$ cat src/rtl/dnba_map.vh
// constants of the byte-wide nonvolatile data memory controller
// assumes: included by rtl/dnba_core.v and by the checker and bench, bare include name
`ifndef DNBA_MAP_VH
`define DNBA_MAP_VH

// ---------------------------------------------------------------
// register byte addresses
// ---------------------------------------------------------------
`define DNBA_OFS_INDEX 8'h00
`define DNBA_OFS_BUFFER 8'h04
`define DNBA_OFS_BANK 8'h08
`define DNBA_OFS_POINTER 8'h0C
`define DNBA_OFS_WINDOW 8'h10
`define DNBA_OFS_STATUS 8'h14
`define DNBA_OFS_MASK 8'h18

// ---------------------------------------------------------------
// fields and reset values
// ---------------------------------------------------------------
`define DNBA_CTRL_PGM_EN 3
`define DNBA_CTRL_PGM_GO 2
`define DNBA_CTRL_FET_EN 1
`define DNBA_CTRL_FET_GO 0
`define DNBA_CTRL_PTR 8'h40
`define DNBA_CTRL_BANK 8'h01
`define DNBA_STAT_DONE 0
`define DNBA_STAT_MULTI 1
`define DNBA_RST_BYTE 8'h00
`define DNBA_RST_INDEX 5'h00
`define DNBA_RESP_OKAY 2'b00
`define DNBA_RESP_SLVERR 2'b10

// ---------------------------------------------------------------
// timing
// ---------------------------------------------------------------
`define DNBA_CLK_PERIOD_NS 4
`define DNBA_TICK_NS 1000
`define DNBA_TICK_CYCLES (`DNBA_TICK_NS / `DNBA_CLK_PERIOD_NS)
`define DNBA_WRITE_TICKS 2000
`define DNBA_READ_CYCLES 2

`endif

$ cat src/rtl/dnba_core.v
// byte access controller for a 32-byte nonvolatile data memory
// assumes: AXI4-Lite master on clock_i; halt request from same clock
`timescale 1ns/1ps
`default_nettype none
`include "dnba_map.vh"

module dnba_core #(
    parameter integer TICK_CYCLES = `DNBA_TICK_CYCLES,
    parameter integer WRITE_TICKS = `DNBA_WRITE_TICKS,
    parameter integer READ_CYCLES = `DNBA_READ_CYCLES,
    parameter integer DEPTH = 32,
    parameter integer IDX_W = 5
) (
    input wire clock_i,
    input wire rst_i,
    input wire core_halt_i,
    input wire [7:0] s_axi_awaddr_i,
    input wire s_axi_awvalid_i,
    output reg s_axi_awready_o,
    input wire [31:0] s_axi_wdata_i,
    input wire [3:0] s_axi_wstrb_i,
    input wire s_axi_wvalid_i,
    output reg s_axi_wready_o,
    output reg [1:0] s_axi_bresp_o,
    output reg s_axi_bvalid_o,
    input wire s_axi_bready_i,
    input wire [7:0] s_axi_araddr_i,
    input wire s_axi_arvalid_i,
    output reg s_axi_arready_o,
    output reg [31:0] s_axi_rdata_o,
    output reg [1:0] s_axi_rresp_o,
    output reg s_axi_rvalid_o,
    input wire s_axi_rready_i,
    output reg irq_o
);

    // ---------------------------------------------------------------
    // states and storage
    // ---------------------------------------------------------------
    localparam [1:0] ST_IDLE = 2'b00;
    localparam [1:0] ST_READ = 2'b01;
    localparam [1:0] ST_WRITE = 2'b10;

    reg [7:0] mem_q [0:DEPTH-1];
    reg [1:0] state_q;
    reg [IDX_W-1:0] index_q;
    reg [7:0] buffer_q;
    reg [7:0] bank_q;
    reg [7:0] pointer_q;
    reg pgm_en_q;
    reg pgm_go_q;
    reg fet_en_q;
    reg fet_go_q;
    reg [1:0] status_q;
    reg [1:0] mask_q;
    reg [31:0] tick_div_q;
    reg [31:0] cnt_q;
    reg [7:0] awaddr_q;
    reg [31:0] wdata_q;
    reg [3:0] wstrb_q;

    wire tick = (tick_div_q == TICK_CYCLES - 1);
    wire commit = ~s_axi_awready_o & ~s_axi_wready_o & ~s_axi_bvalid_o;
    wire ar_take = s_axi_arvalid_i & s_axi_arready_o;

    // control register only shows through the window at 040H, bank 1
    function ctrl_reach;
        input [7:0] bank;
        input [7:0] ptr;
        begin
            ctrl_reach = (bank == `DNBA_CTRL_BANK) &&
                (ptr == `DNBA_CTRL_PTR);
        end
    endfunction

    function mapped;
        input [7:0] addr;
        begin
            mapped = (addr == `DNBA_OFS_INDEX) ||
                (addr == `DNBA_OFS_BUFFER) ||
                (addr == `DNBA_OFS_BANK) ||
                (addr == `DNBA_OFS_POINTER) ||
                (addr == `DNBA_OFS_WINDOW) ||
                (addr == `DNBA_OFS_STATUS) ||
                (addr == `DNBA_OFS_MASK);
        end
    endfunction

    wire wr_win = commit && (awaddr_q == `DNBA_OFS_WINDOW) && wstrb_q[0]
        && ctrl_reach(bank_q, pointer_q);
    wire go_fet = wr_win && wdata_q[`DNBA_CTRL_FET_GO] && fet_en_q
        && (state_q == ST_IDLE);
    wire go_pgm = wr_win && wdata_q[`DNBA_CTRL_PGM_GO] && pgm_en_q
        && (state_q == ST_IDLE) && ~go_fet;
    wire wr_done = (state_q == ST_WRITE) && tick
        && (cnt_q == WRITE_TICKS - 1) && ~core_halt_i;

    // ---------------------------------------------------------------
    // write channel: address and data taken in either order
    // ---------------------------------------------------------------
    always @(posedge clock_i) begin
        if (rst_i) begin
            s_axi_awready_o <= 1'b1;
            s_axi_wready_o <= 1'b1;
            s_axi_bvalid_o <= 1'b0;
            s_axi_bresp_o <= `DNBA_RESP_OKAY;
            awaddr_q <= 8'h00;
            wdata_q <= 32'h0000_0000;
            wstrb_q <= 4'h0;
        end else begin
            if (s_axi_awvalid_i && s_axi_awready_o) begin
                awaddr_q <= s_axi_awaddr_i;
                s_axi_awready_o <= 1'b0;
            end
            if (s_axi_wvalid_i && s_axi_wready_o) begin
                wdata_q <= s_axi_wdata_i;
                wstrb_q <= s_axi_wstrb_i;
                s_axi_wready_o <= 1'b0;
            end
            if (commit) begin
                s_axi_bvalid_o <= 1'b1;
                s_axi_bresp_o <= mapped(awaddr_q) ? `DNBA_RESP_OKAY :
                    `DNBA_RESP_SLVERR;
            end
            if (s_axi_bvalid_o && s_axi_bready_i) begin
                s_axi_bvalid_o <= 1'b0;
                s_axi_awready_o <= 1'b1;
                s_axi_wready_o <= 1'b1;
            end
        end
    end

    // ---------------------------------------------------------------
    // read channel
    // ---------------------------------------------------------------
    always @(posedge clock_i) begin
        if (rst_i) begin
            s_axi_arready_o <= 1'b1;
            s_axi_rvalid_o <= 1'b0;
            s_axi_rdata_o <= 32'h0000_0000;
            s_axi_rresp_o <= `DNBA_RESP_OKAY;
        end else begin
            if (ar_take) begin
                s_axi_arready_o <= 1'b0;
                s_axi_rvalid_o <= 1'b1;
                s_axi_rresp_o <= mapped(s_axi_araddr_i) ?
                    `DNBA_RESP_OKAY : `DNBA_RESP_SLVERR;
                case (s_axi_araddr_i)
                    `DNBA_OFS_INDEX: begin
                        s_axi_rdata_o <= {27'h000_0000, index_q};
                    end
                    `DNBA_OFS_BUFFER: begin
                        s_axi_rdata_o <= {24'h00_0000, buffer_q};
                    end
                    `DNBA_OFS_BANK: begin
                        s_axi_rdata_o <= {24'h00_0000, bank_q};
                    end
                    `DNBA_OFS_POINTER: begin
                        s_axi_rdata_o <= {24'h00_0000, pointer_q};
                    end
                    `DNBA_OFS_WINDOW: begin
                        // unreachable control reads as zero
                        if (ctrl_reach(bank_q, pointer_q)) begin
                            s_axi_rdata_o <= {28'h000_0000, pgm_en_q,
                                pgm_go_q, fet_en_q, fet_go_q};
                        end else begin
                            s_axi_rdata_o <= 32'h0000_0000;
                        end
                    end
                    `DNBA_OFS_STATUS: begin
                        s_axi_rdata_o <= {30'h0000_0000, status_q};
                    end
                    `DNBA_OFS_MASK: begin
                        s_axi_rdata_o <= {30'h0000_0000, mask_q};
                    end
                    default: begin
                        s_axi_rdata_o <= 32'h0000_0000;
                    end
                endcase
            end
            if (s_axi_rvalid_o && s_axi_rready_i) begin
                s_axi_rvalid_o <= 1'b0;
                s_axi_arready_o <= 1'b1;
            end
        end
    end

    // ---------------------------------------------------------------
    // software registers
    // ---------------------------------------------------------------
    always @(posedge clock_i) begin
        if (rst_i) begin
            index_q <= `DNBA_RST_INDEX;
            bank_q <= 8'h00;
            pointer_q <= 8'h00;
            pgm_en_q <= 1'b0;
            fet_en_q <= 1'b0;
            mask_q <= 2'b00;
        end else if (commit && wstrb_q[0]) begin
            case (awaddr_q)
                `DNBA_OFS_INDEX: begin
                    index_q <= wdata_q[IDX_W-1:0];
                end
                `DNBA_OFS_BANK: begin
                    bank_q <= wdata_q[7:0];
                end
                `DNBA_OFS_POINTER: begin
                    pointer_q <= wdata_q[7:0];
                end
                `DNBA_OFS_WINDOW: begin
                    if (ctrl_reach(bank_q, pointer_q)) begin
                        pgm_en_q <= wdata_q[`DNBA_CTRL_PGM_EN];
                        fet_en_q <= wdata_q[`DNBA_CTRL_FET_EN];
                    end
                end
                `DNBA_OFS_MASK: begin
                    mask_q <= wdata_q[1:0];
                end
                default: begin
                    mask_q <= mask_q;
                end
            endcase
        end
    end

    // ---------------------------------------------------------------
    // cycle sequencer
    // ---------------------------------------------------------------
    // write time base; free-running, so a write's first tick is partial
    always @(posedge clock_i) begin
        if (rst_i || tick) begin
            tick_div_q <= 32'h0000_0000;
        end else begin
            tick_div_q <= tick_div_q + 32'h0000_0001;
        end
    end

    always @(posedge clock_i) begin
        if (rst_i) begin
            state_q <= ST_IDLE;
            cnt_q <= 32'h0000_0000;
            fet_go_q <= 1'b0;
            pgm_go_q <= 1'b0;
            buffer_q <= `DNBA_RST_BYTE;
        end else begin
            if (commit && wstrb_q[0] && awaddr_q == `DNBA_OFS_BUFFER) begin
                buffer_q <= wdata_q[7:0];
            end
            case (state_q)
                ST_IDLE: begin
                    cnt_q <= 32'h0000_0000;
                    if (go_fet) begin
                        fet_go_q <= 1'b1;
                        state_q <= ST_READ;
                    end else if (go_pgm) begin
                        pgm_go_q <= 1'b1;
                        state_q <= ST_WRITE;
                    end
                end
                ST_READ: begin
                    if (core_halt_i) begin
                        // halted read fails; buffer left as it was
                        fet_go_q <= 1'b0;
                        state_q <= ST_IDLE;
                    end else if (cnt_q == READ_CYCLES - 1) begin
                        buffer_q <= mem_q[index_q];
                        fet_go_q <= 1'b0;
                        state_q <= ST_IDLE;
                    end else begin
                        cnt_q <= cnt_q + 32'h0000_0001;
                    end
                end
                ST_WRITE: begin
                    if (core_halt_i) begin
                        fet_go_q <= 1'b0;
                        pgm_go_q <= 1'b0;
                        state_q <= ST_IDLE;
                    end else if (wr_done) begin
                        pgm_go_q <= 1'b0;
                        state_q <= ST_IDLE;
                    end else if (tick) begin
                        cnt_q <= cnt_q + 32'h0000_0001;
                    end
                end
                default: begin
                    fet_go_q <= 1'b0;
                    pgm_go_q <= 1'b0;
                    state_q <= ST_IDLE;
                end
            endcase
        end
    end

    // aborted write never commits; the cell keeps its old byte
    always @(posedge clock_i) begin
        if (wr_done) begin
            mem_q[index_q] <= buffer_q;
        end
    end

    // ---------------------------------------------------------------
    // interrupt flags: set wins over a same-cycle clear
    // ---------------------------------------------------------------
    always @(posedge clock_i) begin
        if (rst_i) begin
            status_q <= 2'b00;
            irq_o <= 1'b0;
        end else begin
            if (commit && wstrb_q[0] && awaddr_q == `DNBA_OFS_STATUS) begin
                status_q <= (status_q & ~wdata_q[1:0]) |
                    {wr_done, wr_done};
            end else begin
                status_q <= status_q | {wr_done, wr_done};
            end
            irq_o <= |(status_q & mask_q);
        end
    end

endmodule
`default_nettype wire

$ cat config.mk
export PLATFORM = sky130hd
export DESIGN_NAME = dnba_core
export DESIGN_NICKNAME = d
export VERILOG_FILES = /design/src/rtl/dnba_core.v
export VERILOG_INCLUDE_DIRS = /design/src /design/src/rtl
export SDC_FILE = /design/constraint.sdc
export NUM_CORES = 1
export LEC_CHECK = 0
export ABC_AREA = 1
export BUFFER_PORTS_ARGS = -buffer_cell sky130_fd_sc_hd__buf_4
export CELL_PAD_IN_SITES_DETAIL_PLACEMENT = 1
export CELL_PAD_IN_SITES_GLOBAL_PLACEMENT = 1
export CORE_ASPECT_RATIO = 1.4
export CORE_MARGIN = 4
export CORE_UTILIZATION = 35
export DETAILED_ROUTE_END_ITERATION = 8
export PLACE_DENSITY = 0.72
export SKIP_LAST_GASP = 1
export SYNTH_ARGS = -nofsm -noshare
export SYNTH_HDL_FRONTEND = slang
export SYNTH_SLANG_ARGS = --single-unit
$ cat constraint.sdc
create_clock -name clock_i -period 3.5 [get_ports clock_i]
set_input_delay 0.175 -clock clock_i [delete_from_list [all_inputs] [get_ports clock_i]]
set_output_delay 0.175 -clock clock_i [all_outputs]
set_load 0.01 [all_outputs]
==> results.cfg, run 1 <==
[status]
status = complete, no violations

[clock_network]
cts_setup_buffers = 0
htreeDepth = 2
cts_tree = done
clk_latency_ns = 0.56
clk_path_buf_depth = 3
cts_resized = 0
cts_made_buffers = 39
clk_pin_slew_ns = 0.07
cts.sinks = 397
cts_root_buffer = clkbuf_16

[routing]
route.detailed.drc = 0
via_per_inst = 5.17
wl_per_cell_microns = 18.9
wl_microns = 53100
drtIter0Drc = 969
first_pass_iters = 5
drt.antenna.violating_nets = 0
via_count = 14500

[synthesis]
synthCells = 2059
synthDistinctLibCells = 44
synth-edff-count = 256
synthArstFlopShare = 0
yosysTopAreaCell = edfxtp_1
synthFlopType = edfxtp_1
yosysSeqAreaShare = 0.577
yosysTopAreaCellShare = 0.422
post-synth-top-count-cell = nor2_1
yosys_warnings = 0
syn_area_sq_mm = 0.0182
yosys-top-cells-area = edfxtp_1 42%, dfxtp_1 15%, nor2_1 8.7%
yosys-top-cells-count = 421 x nor2_1, 329 x nand2_1, 256 x edfxtp_1
syn_area_per_cell_sq_um = 8.85
synth_seq_cells = 397

[grt]
antenna_found_initial = 1
grt_pass1_wl_microns = 84100
grt_pass1_vias = 15500
overflow = 0
grtUsageTotal = 0.186
grt_max_degree = 91

[finish]
utilization = 0.406
syn_to_final_growth_pct = 14.1
drive_gt1_frac = 0.101
n_fill_cell = 6037
final_nets = 2197

[placement]
io_buffers = 48
finalWeightedCongestion = 0.857
pre_cts_ws_ns = 0.417
dp_hpwl_microns = 36100

[floorplanning]
core_area_sq_mm = 0.0513
die_h_microns = 278
start_util = 0.355
io_pins = 102
rows = 98
die_w_microns = 201
dieArea_sq_mm = 0.0558

[hold_path]
hp-class = in2reg

[sta]
final.min_clock_period_ns = 3.11
fin_skew_ns = 0.0359
fin_setup_tns_ns = 0
tightest_slew_ns = 0.914
rsz0062_at_grt = false
setup_viol = 0
hold_viol_final = 0
finalCritPeriodShare = 0.888
slew_headroom = 0.390
timing.fmax_mhz = 322
finalWorstSetupSlack_ns = 0.393
drv_slew = 0
fin_hold_ws_ns = 0.0539

[setup_path]
worstPathCellList = ha_1 -> inv_2 -> nor2_4 -> nand2_1 -> nor2_1 -> nand2_1 -> nor2_4 -> nand3_4 -> nor2_1 -> nand2_2 -> nor2_1
critPathKind = reg2reg
endpoint_kind = flop
cpMostUsedCell = nor2_1
startpoint_type = flop
critPathMaxStageDelay_ns = 0.63
cpMaxStageDelayCell = nor2_1
cp.arrival_ns = 3.27
path_max_fanout = 8
crit_required_ns = 3.66

[pwr]
p_comb_frac = 0.037
p_per_area_mw_per_mm2 = 457
clkPwrFrac = 0.438
power.leakage_nw = 7.30
switchingPower_mw = 2.11
ir_drop_v = 0.000367
p_int_mw = 7.40
seq_power_share = 0.525
netSwitchingFraction = 0.222

[job]
drv_cap = 0
[through the flow]
| stage | cells | area, sq um | power [mW] |
|---|---|---|---|
| final | 2811 | 20800 | 9.50 |
| after global routing | 2811 | 20800 | 9.84 |
| after CTS | 2810 | 20800 | 9.60 |
| after detailed placement | 2714 | 19300 | 5.42 |
| after global placement | 2714 | 19300 | 5.40 |
| after floorplan | 2084 | 18300 | 5.33 |
[flip-flops by register name, summed over array words and instances (netlist names), 2 cells and up, named ones only]
name,flops
cnt_q,32
pointer_q,8
tick_div_q,32
buffer_q,8
mem_q,256
awaddr_q,8
s_axi_rdata_o,8
state_q,2
index_q,5
wdata_q,8
status_q,2
mask_q,2
bank_q,8
[kinds of logic after synthesis]
| group | after synthesis | synth area share |
|---|---|---|
| xor+xnor | 23 | 0.0111 |
| flops | 397 | 0.577 |
| fa+ha+maj | 7 | 0.00481 |
| buf+inv | 277 | 0.0649 |
| simple gates | 979 | 0.225 |
| compound gates | 375 | 0.117 |
| other cells | 1 | 0.000206 |
[layout make-up]
cell class | instances | area, sq um | share of cell area
multi-input combinational | 1410 | 6620 | 0.318
inverter | 167 | 627 | 0.0302
antenna | 1 | 2.50 | 0.000120
clock buffer | 50 | 1030 | 0.0495
clock inverter | 21 | 221 | 0.0107
timing repair buffer | 115 | 963 | 0.0463
tap | 650 | 813 | 0.0391
sequential | 397 | 10500 | 0.506
[critical path, delay by kind of cell (launching register included)]
family,cells,cell delay (ns)
adders and majority gates,1,0.33
DFF,1,0.45
buffers and inverters,1,0.08
and+or+nand+nor,9,1.86
[worst paths after layout]
kind	from	end	slack [ns]	cells past startpoint
hold / removal	core_halt_i	fet_go_q	0.05	5
setup / recovery	cnt_q[0]	mem_q[25][2]	0.39	11
setup reg to reg	cnt_q[0]	mem_q[25][2]	0.39	11
hold reg to reg	awaddr_q[1]	awaddr_q[1]	0.46	2
[cells in the final DEF (no fill, tap or decap), drive strengths merged, types with 2 or more instances in the layout]
cell type    netlist  routed
nor2             429     429
nand2            354     354
edfxtp           256     256
o21ai            192     192
inv              167     167
nand3            145     145
dfxtp            141     141
a21oi            113     113
buf               47      90
o211ai            58      58
clkbuf            63      50
conb               1      26
nor3              25      25
dlygate4sd3        0      25
xor2              14      14
nand4             11      11
clkinv             0      11
xnor2              9       9
ha                 7       7
clkinvlp           0       7
or2                6       6
nand3b             4       4
o221ai             3       3
bufinv             0       3
a31oi              2       2
nor3b              2       2
a311oi             2       2
nor4               2       2
[per-layer routing]
layer	global-route usage	part of all wire
met5	0	0
met3	0.0251	0.034
met1	0.212	0.40
met4	0.0607	0.031
met2	0.357	0.54
[power by group through the flow]
stage                     registers [mW]  logic (mW)  clock network [mW]
final                               4.99       0.350                4.17
after floorplan                     5.08       0.247                   0
after global placement              5.09       0.315                   0
after CTS                           4.99       0.349                4.26
after global routing                4.99       0.390                4.46
after detailed placement            5.09       0.323                   0
[what timing repair did]
item                                    CTS  global route
hold endpoints to repair                 23             0
hold buffers                             25             0
endpoints found under the setup margin    0             0
Power figures use the tool's default switching activity.
==> inputs of run 2 (changes only) <==
==> constraint.sdc (replaced) <==
create_clock -name clock_i -period 3.95 [get_ports clock_i]
set_input_delay 0.1975 -clock clock_i [delete_from_list [all_inputs] [get_ports clock_i]]
set_output_delay 0.1975 -clock clock_i [all_outputs]
set_load 0.01 [all_outputs]
==> run 2 against run 1 <==
Net effect: sequential cell count is the same; via count shrank 1.1%; global-route usage shrank 0.33 points; critical path depth stayed put; hold slack got worse by 0.0024 ns; routed wire length down 1.4%; cell area down 0.64%; sequential power fell by 11%; combinational power down 12%; utilization fell by 0.26 points; final cell count decreased by 0.96%; sequential share of layout area is 0.36 points higher; critical path type unchanged; critical endpoint is now mem_q[21][2]; largest cell class unchanged.
==> results.cfg, run 2 (synthesis gave the netlist of run 1 again) <==
[sta]
finalCritPeriodShare = 0.806
setup_viol = 0
final.min_clock_period_ns = 3.18
slew_headroom = 0.160
hold_viol_final = 0
tightest_slew_ns = 1.25
drv_slew = 0
timing.fmax_mhz = 314
finalWorstSetupSlack_ns = 0.766
rsz0062_at_grt = false
fin_setup_tns_ns = 0
fin_skew_ns = 0.0327

[clock_network]
htreeDepth = 2
clk_latency_ns = 0.56
cts_tree = done
cts.sinks = 397
cts_made_buffers = 39
clk_path_buf_depth = 3
clk_pin_slew_ns = 0.06
cts_root_buffer = clkbuf_16

[routing]
route.detailed.drc = 0
via_count = 14400
drtIter0Drc = 894
via_per_inst = 5.16
wl_microns = 52300
drt.antenna.violating_nets = 0
first_pass_iters = 5
wl_per_cell_microns = 18.8

[setup_path]
cpMostUsedCell = nor2_1
ff2ff_path_depth = 11
crit_required_ns = 4.11
path_buf_inv = 1
endpoint_kind = flop
startpoint_type = flop
cpMaxStageDelayCell = nor2_1
path_max_fanout = 8
worstPathCellList = ha_1 -> inv_2 -> nor2_4 -> nand2_1 -> nor2_1 -> nand2_1 -> nor2_4 -> nand3_4 -> nor2_1 -> nand2_2 -> nor2_1
critPathMaxStageDelay_ns = 0.63
rrSetupSlack_ns = 0.77
rr_endpoint = mem_q[21][2]
cp_top_family = simple AND/OR/NAND/NOR gates
critPathKind = reg2reg
cp.arrival_ns = 3.35
reg2reg_from = cnt_q[0]

[hold_path]
worstHoldStart = core_halt_i
hp-class = in2reg
whs_path_depth = 5
min_to = fet_go_q

[floorplanning]
rows = 98
dieArea_sq_mm = 0.0558
die_w_microns = 201
die_h_microns = 278
io_pins = 102
core_area_sq_mm = 0.0513
start_util = 0.355

[placement]
io_buffers = 48
finalWeightedCongestion = 0.835
dp_hpwl_microns = 35000
placed_cell_area_sq_mm = 0.0191
pre_cts_ws_ns = 0.865

[finish]
seq_area_sq_mm = 0.0105
reg.largest.list = mem_q (256), cnt_q (32), tick_div_q (32)
top_register = mem_q
final_cell_mix = 421 x nor2_1, 329 x nand2_1, 256 x edfxtp_1, 188 x o21ai_0, 164 x inv_1
largest_register_ffs = 256
layout_commonest_cell = nor2_1
diodes = 0
multi_input_area_sq_mm = 0.00662
syn_to_final_growth_pct = 13.4
drive_gt1_frac = 0.0923
n_fill_cell = 5953
final_cell_area_sq_mm = 0.0207
final_nets = 2171

[grt]
overflow = 0
grt_pass1_wl_microns = 83200
grt_max_degree = 71
grtUsageTotal = 0.183
antenna_found_initial = 0
grt_pass1_vias = 15300

[pwr]
seq_power_share = 0.511
p_per_area_mw_per_mm2 = 418
clkPwrFrac = 0.453
switchingPower_mw = 1.89
power.leakage_nw = 7.20
ir_drop_v = 0.000396
p_int_mw = 6.75
p_comb_frac = 0.036
netSwitchingFraction = 0.219

[job]
drv_cap = 0

[status]
status = complete, no violations
-- run 2: worst register-to-register path, cell delays in order (launching register included) --
cell and delay [ns]:
dfxtp_1 0.46, ha_1 0.33, inv_2 0.09, nor2_4 0.21, nand2_1 0.11, nor2_1 0.15
nand2_1 0.11, nor2_4 0.13, nand3_4 0.09, nor2_1 0.21, nand2_2 0.27, nor2_1 0.64
-- run 2: how the worst max path moves through the flow --
stage	startpoint	endpoint	slack [ns]	depth (start not counted)
detailed placement	cnt_q[0]	mem_q[8][5]	0.87	11
finish	cnt_q[0]	mem_q[21][2]	0.77	11
floorplan	cnt_q[0]	mem_q[0][0]	1.53	11
global placement	cnt_q[0]	mem_q[5][1]	0.94	11
global route	cnt_q[0]	mem_q[22][4]	0.55	11
CTS	cnt_q[0]	mem_q[21][2]	0.70	11
-- run 2: cell type report --
class / count / share of cell area
Sequential cell: 397 / 0.509
Multi-Input combinational cell: 1410 / 0.320
Clock buffer: 50 / 0.0518
Tap cell: 650 / 0.0394
Timing Repair Buffer: 89 / 0.0360
Inverter: 167 / 0.0304
Clock inverter: 21 / 0.0127
-- run 2: what timing repair did --
| action | in CTS | in global routing |
|---|---|---|
| hold endpoints to repair | 23 | 0 |
| gates resized for setup | 0 | 0 |
| setup endpoints to repair | 0 | 0 |
| buffers inserted | 0 | 0 |
| hold buffers | 25 | 0 |
-- run 2: layer usage --
metal | part of all wire | global-route usage | vias to the layer above
li1 | - | - | 6948
met1 | 0.41 | 0.215 | 7095
met2 | 0.54 | 0.354 | 250
met3 | 0.033 | 0.0193 | 76
met4 | 0.022 | 0.0449 | 0
met5 | 0 | 0 | -
-- run 2: per-stage QoR --
stage	hold slack, ns	cells	total power [mW]	utilization
after floorplan	0.298	2084	4.72	-
after global placement	0.402	2688	4.78	0.372
after detailed placement	0.423	2688	4.80	0.372
after CTS	0.0373	2784	8.70	0.403
after global routing	0.111	2784	8.90	0.403
final	0.0515	2784	8.64	0.403
-- run 2: power by group through the flow --
stage / clock network, mW / logic (mW) / registers [mW]
after global placement: 0 / 0.275 / 4.51
final: 3.92 / 0.307 / 4.42
after detailed placement: 0 / 0.286 / 4.51
after floorplan: 0 / 0.219 / 4.50
after CTS: 3.98 / 0.308 / 4.42
after global routing: 4.14 / 0.340 / 4.42
==> inputs of run 3 (changes only) <==
--- a/config.mk
+++ b/config.mk
@@ -14,7 +14,7 @@
 export CORE_MARGIN = 4
 export CORE_UTILIZATION = 35
 export DETAILED_ROUTE_END_ITERATION = 8
-export PLACE_DENSITY = 0.72
+export PLACE_DENSITY = 0.75
 export SKIP_LAST_GASP = 1
 export SYNTH_ARGS = -nofsm -noshare
 export SYNTH_HDL_FRONTEND = slang
==> constraint.sdc (replaced) <==
create_clock -name clock_i -period 2.61 [get_ports clock_i]
set_input_delay 0.1305 -clock clock_i [delete_from_list [all_inputs] [get_ports clock_i]]
set_output_delay 0.1305 -clock clock_i [all_outputs]
set_load 0.01 [all_outputs]
==> run 3 against run 2 <==
Net effect: sequential cell count stayed put; via count rose by 2.6%; setup slack worse by 0.59 ns; non-clock buffer count grew 59; routed wire length grew 2.6%; utilization is 0.83 points higher; cell area up 2.1%; sequential share of layout area down 1.1 points; critical path depth unchanged; sequential power grew 51%; register-to-register slack got worse by 0.59 ns; critical endpoint is now mem_q[23][2]; largest cell class unchanged; highest routed layer unchanged.
==> results.cfg, run 3 (synthesis gave the netlist of run 1 again) <==
[setup_path]
cpMaxStageDelayCell = dfxtp_1
cp-endpoint = mem_q[23][2]
cp-startpoint = state_q[0]
path_max_fanout = 8
critPathKind = reg2reg
path_depth = 11
critPathMaxStageDelay_ns = 0.32
worstPathCellList = inv_1 -> ha_1 -> nand2_1 -> nor3_1 -> nand2_1 -> nor2_4 -> nand3_4 -> nor2_1 -> nand2_2 -> nor2_1 -> buf_4
rrSetupSlack_ns = 0.18
startpoint_type = flop
crit_required_ns = 2.85
endpoint_kind = flop
cp_top_family = simple AND/OR/NAND/NOR gates
rr_endpoint = mem_q[23][2]
cp.arrival_ns = 2.67
ff2ff_path_depth = 11
path_buf_inv = 2
reg2reg_from = state_q[0]

[finish]
largest_register_ffs = 256
n_fill_cell = 5973
top_register = mem_q
final_cell_area_sq_mm = 0.0211
final_cell_mix = 421 x nor2_1, 329 x nand2_1, 256 x edfxtp_1, 188 x o21ai_0, 164 x inv_1
syn_to_final_growth_pct = 15.7
final_nets = 2229
drive_gt1_frac = 0.111
diodes = 0
layout_commonest_cell = nor2_1
stdcell_count = 2840
reg.largest.list = mem_q (256), cnt_q (32), tick_div_q (32)
utilization = 0.411

[job]
drv_cap = 0

[sta]
fin_hold_ws_ns = 0.0899
fin_skew_ns = 0.0230
drv_slew = 0
fin_setup_tns_ns = 0
tightest_slew_ns = 0.841
slew_headroom = 0.438
final.min_clock_period_ns = 2.43
rsz0062_at_grt = true
timing.fmax_mhz = 411
hold_viol_final = 0
finalWorstSetupSlack_ns = 0.178
setup_viol = 0
finalCritPeriodShare = 0.932

[routing]
via_per_inst = 5.19
wl_per_cell_microns = 18.9
via_count = 14700
first_pass_iters = 6
wl_microns = 53700
drtIter0Drc = 825
route.detailed.drc = 0
drt.antenna.violating_nets = 0

[grt]
grt_pass1_vias = 15900
antenna_found_initial = 0
grt_pass1_wl_microns = 84400
grtUsageTotal = 0.187
grt_max_degree = 74
overflow = 0

[placement]
pre_cts_ws_ns = 0.148
io_buffers = 48
dp_hpwl_microns = 37500
finalWeightedCongestion = 0.878
placed_cell_area_sq_mm = 0.0195
dp_cells = 2746

[hold_path]
hp-class = in2reg
whs_path_depth = 4

[floorplanning]
start_util = 0.355
rows = 98
io_pins = 102
core_area_sq_mm = 0.0513
dieArea_sq_mm = 0.0558
die_h_microns = 278
die_w_microns = 201

[pwr]
ir_drop_v = 0.000516
power.leakage_nw = 7.50
total_power_mw = 12.9
p_per_area_mw_per_mm2 = 612

[clock_network]
cts_setup_buffers = 0
htreeDepth = 2
cts_root_buffer = clkbuf_16
cts_made_buffers = 38
cts_tree = done
clk_pin_slew_ns = 0.07
clk_path_buf_depth = 3
cts.sinks = 397
clk_latency_ns = 0.54

[status]
status = complete, no violations
run 3: worst register-to-register path: cells and delay by family, from the launching register on:
kind                     cells  cell delay (ns)
AND/OR/NAND/NOR              8             1.32
flip-flops                   1             0.32
buffers and inverters        2             0.27
adder cells (fa/ha/maj)      1             0.22
run 3: report_power, final:
group | switching (mW) | leakage, nW | internal, mW
clock | 2.35 | 0.616 | 3.37
combinational | 0.326 | 3.37 | 0.166
sequential | 0.0454 | 3.51 | 6.64
total | 2.72 | 7.50 | 10.2
run 3: layout make-up:
| type | instances | area (sq um) | share of cell area |
|---|---|---|---|
| well taps | 650 | 813 | 0.0386 |
| flip-flops and latches | 397 | 10500 | 0.499 |
| multi-input cells | 1410 | 6620 | 0.314 |
| inverters | 167 | 627 | 0.0297 |
| clock buffers | 49 | 1020 | 0.0485 |
| clock inverters | 19 | 254 | 0.0121 |
| repair buffers | 148 | 1230 | 0.0582 |
run 3: what timing repair did:
| action | in CTS | in global routing |
|---|---|---|
| endpoints found under the hold margin | 24 | 0 |
| hold buffers | 26 | 0 |
| endpoints found under the setup margin | 0 | 8 |
| gates resized for setup | 0 | 1 |
run 3: worst min-delay path by stage:
stage	from	endpoint	slack (ns)
2_1_floorplan	s_axi_awvalid_i	s_axi_awready_o	0.23
3_3_place_gp	s_axi_wvalid_i	s_axi_wready_o	0.33
3_5_place_dp	s_axi_awvalid_i	s_axi_awready_o	0.33
4_1_cts	s_axi_arvalid_i	s_axi_rdata_o[3]	0.06
5_1_grt	s_axi_arvalid_i	s_axi_rdata_o[3]	0.14
6_report	s_axi_arvalid_i	s_axi_rdata_o[3]	0.09
run 3: metal layers:
| metal | wire [microns] | vias to the layer above | GRT usage | part of all wire |
|---|---|---|---|---|
| li1 | - | 7046 | - | - |
| met1 | 19800 | 7252 | 0.199 | 0.37 |
| met2 | 29600 | 308 | 0.367 | 0.55 |
| met3 | 2030 | 131 | 0.0251 | 0.038 |
| met4 | 2220 | 0 | 0.0807 | 0.041 |
| met5 | 0 | - | 0 | 0 |
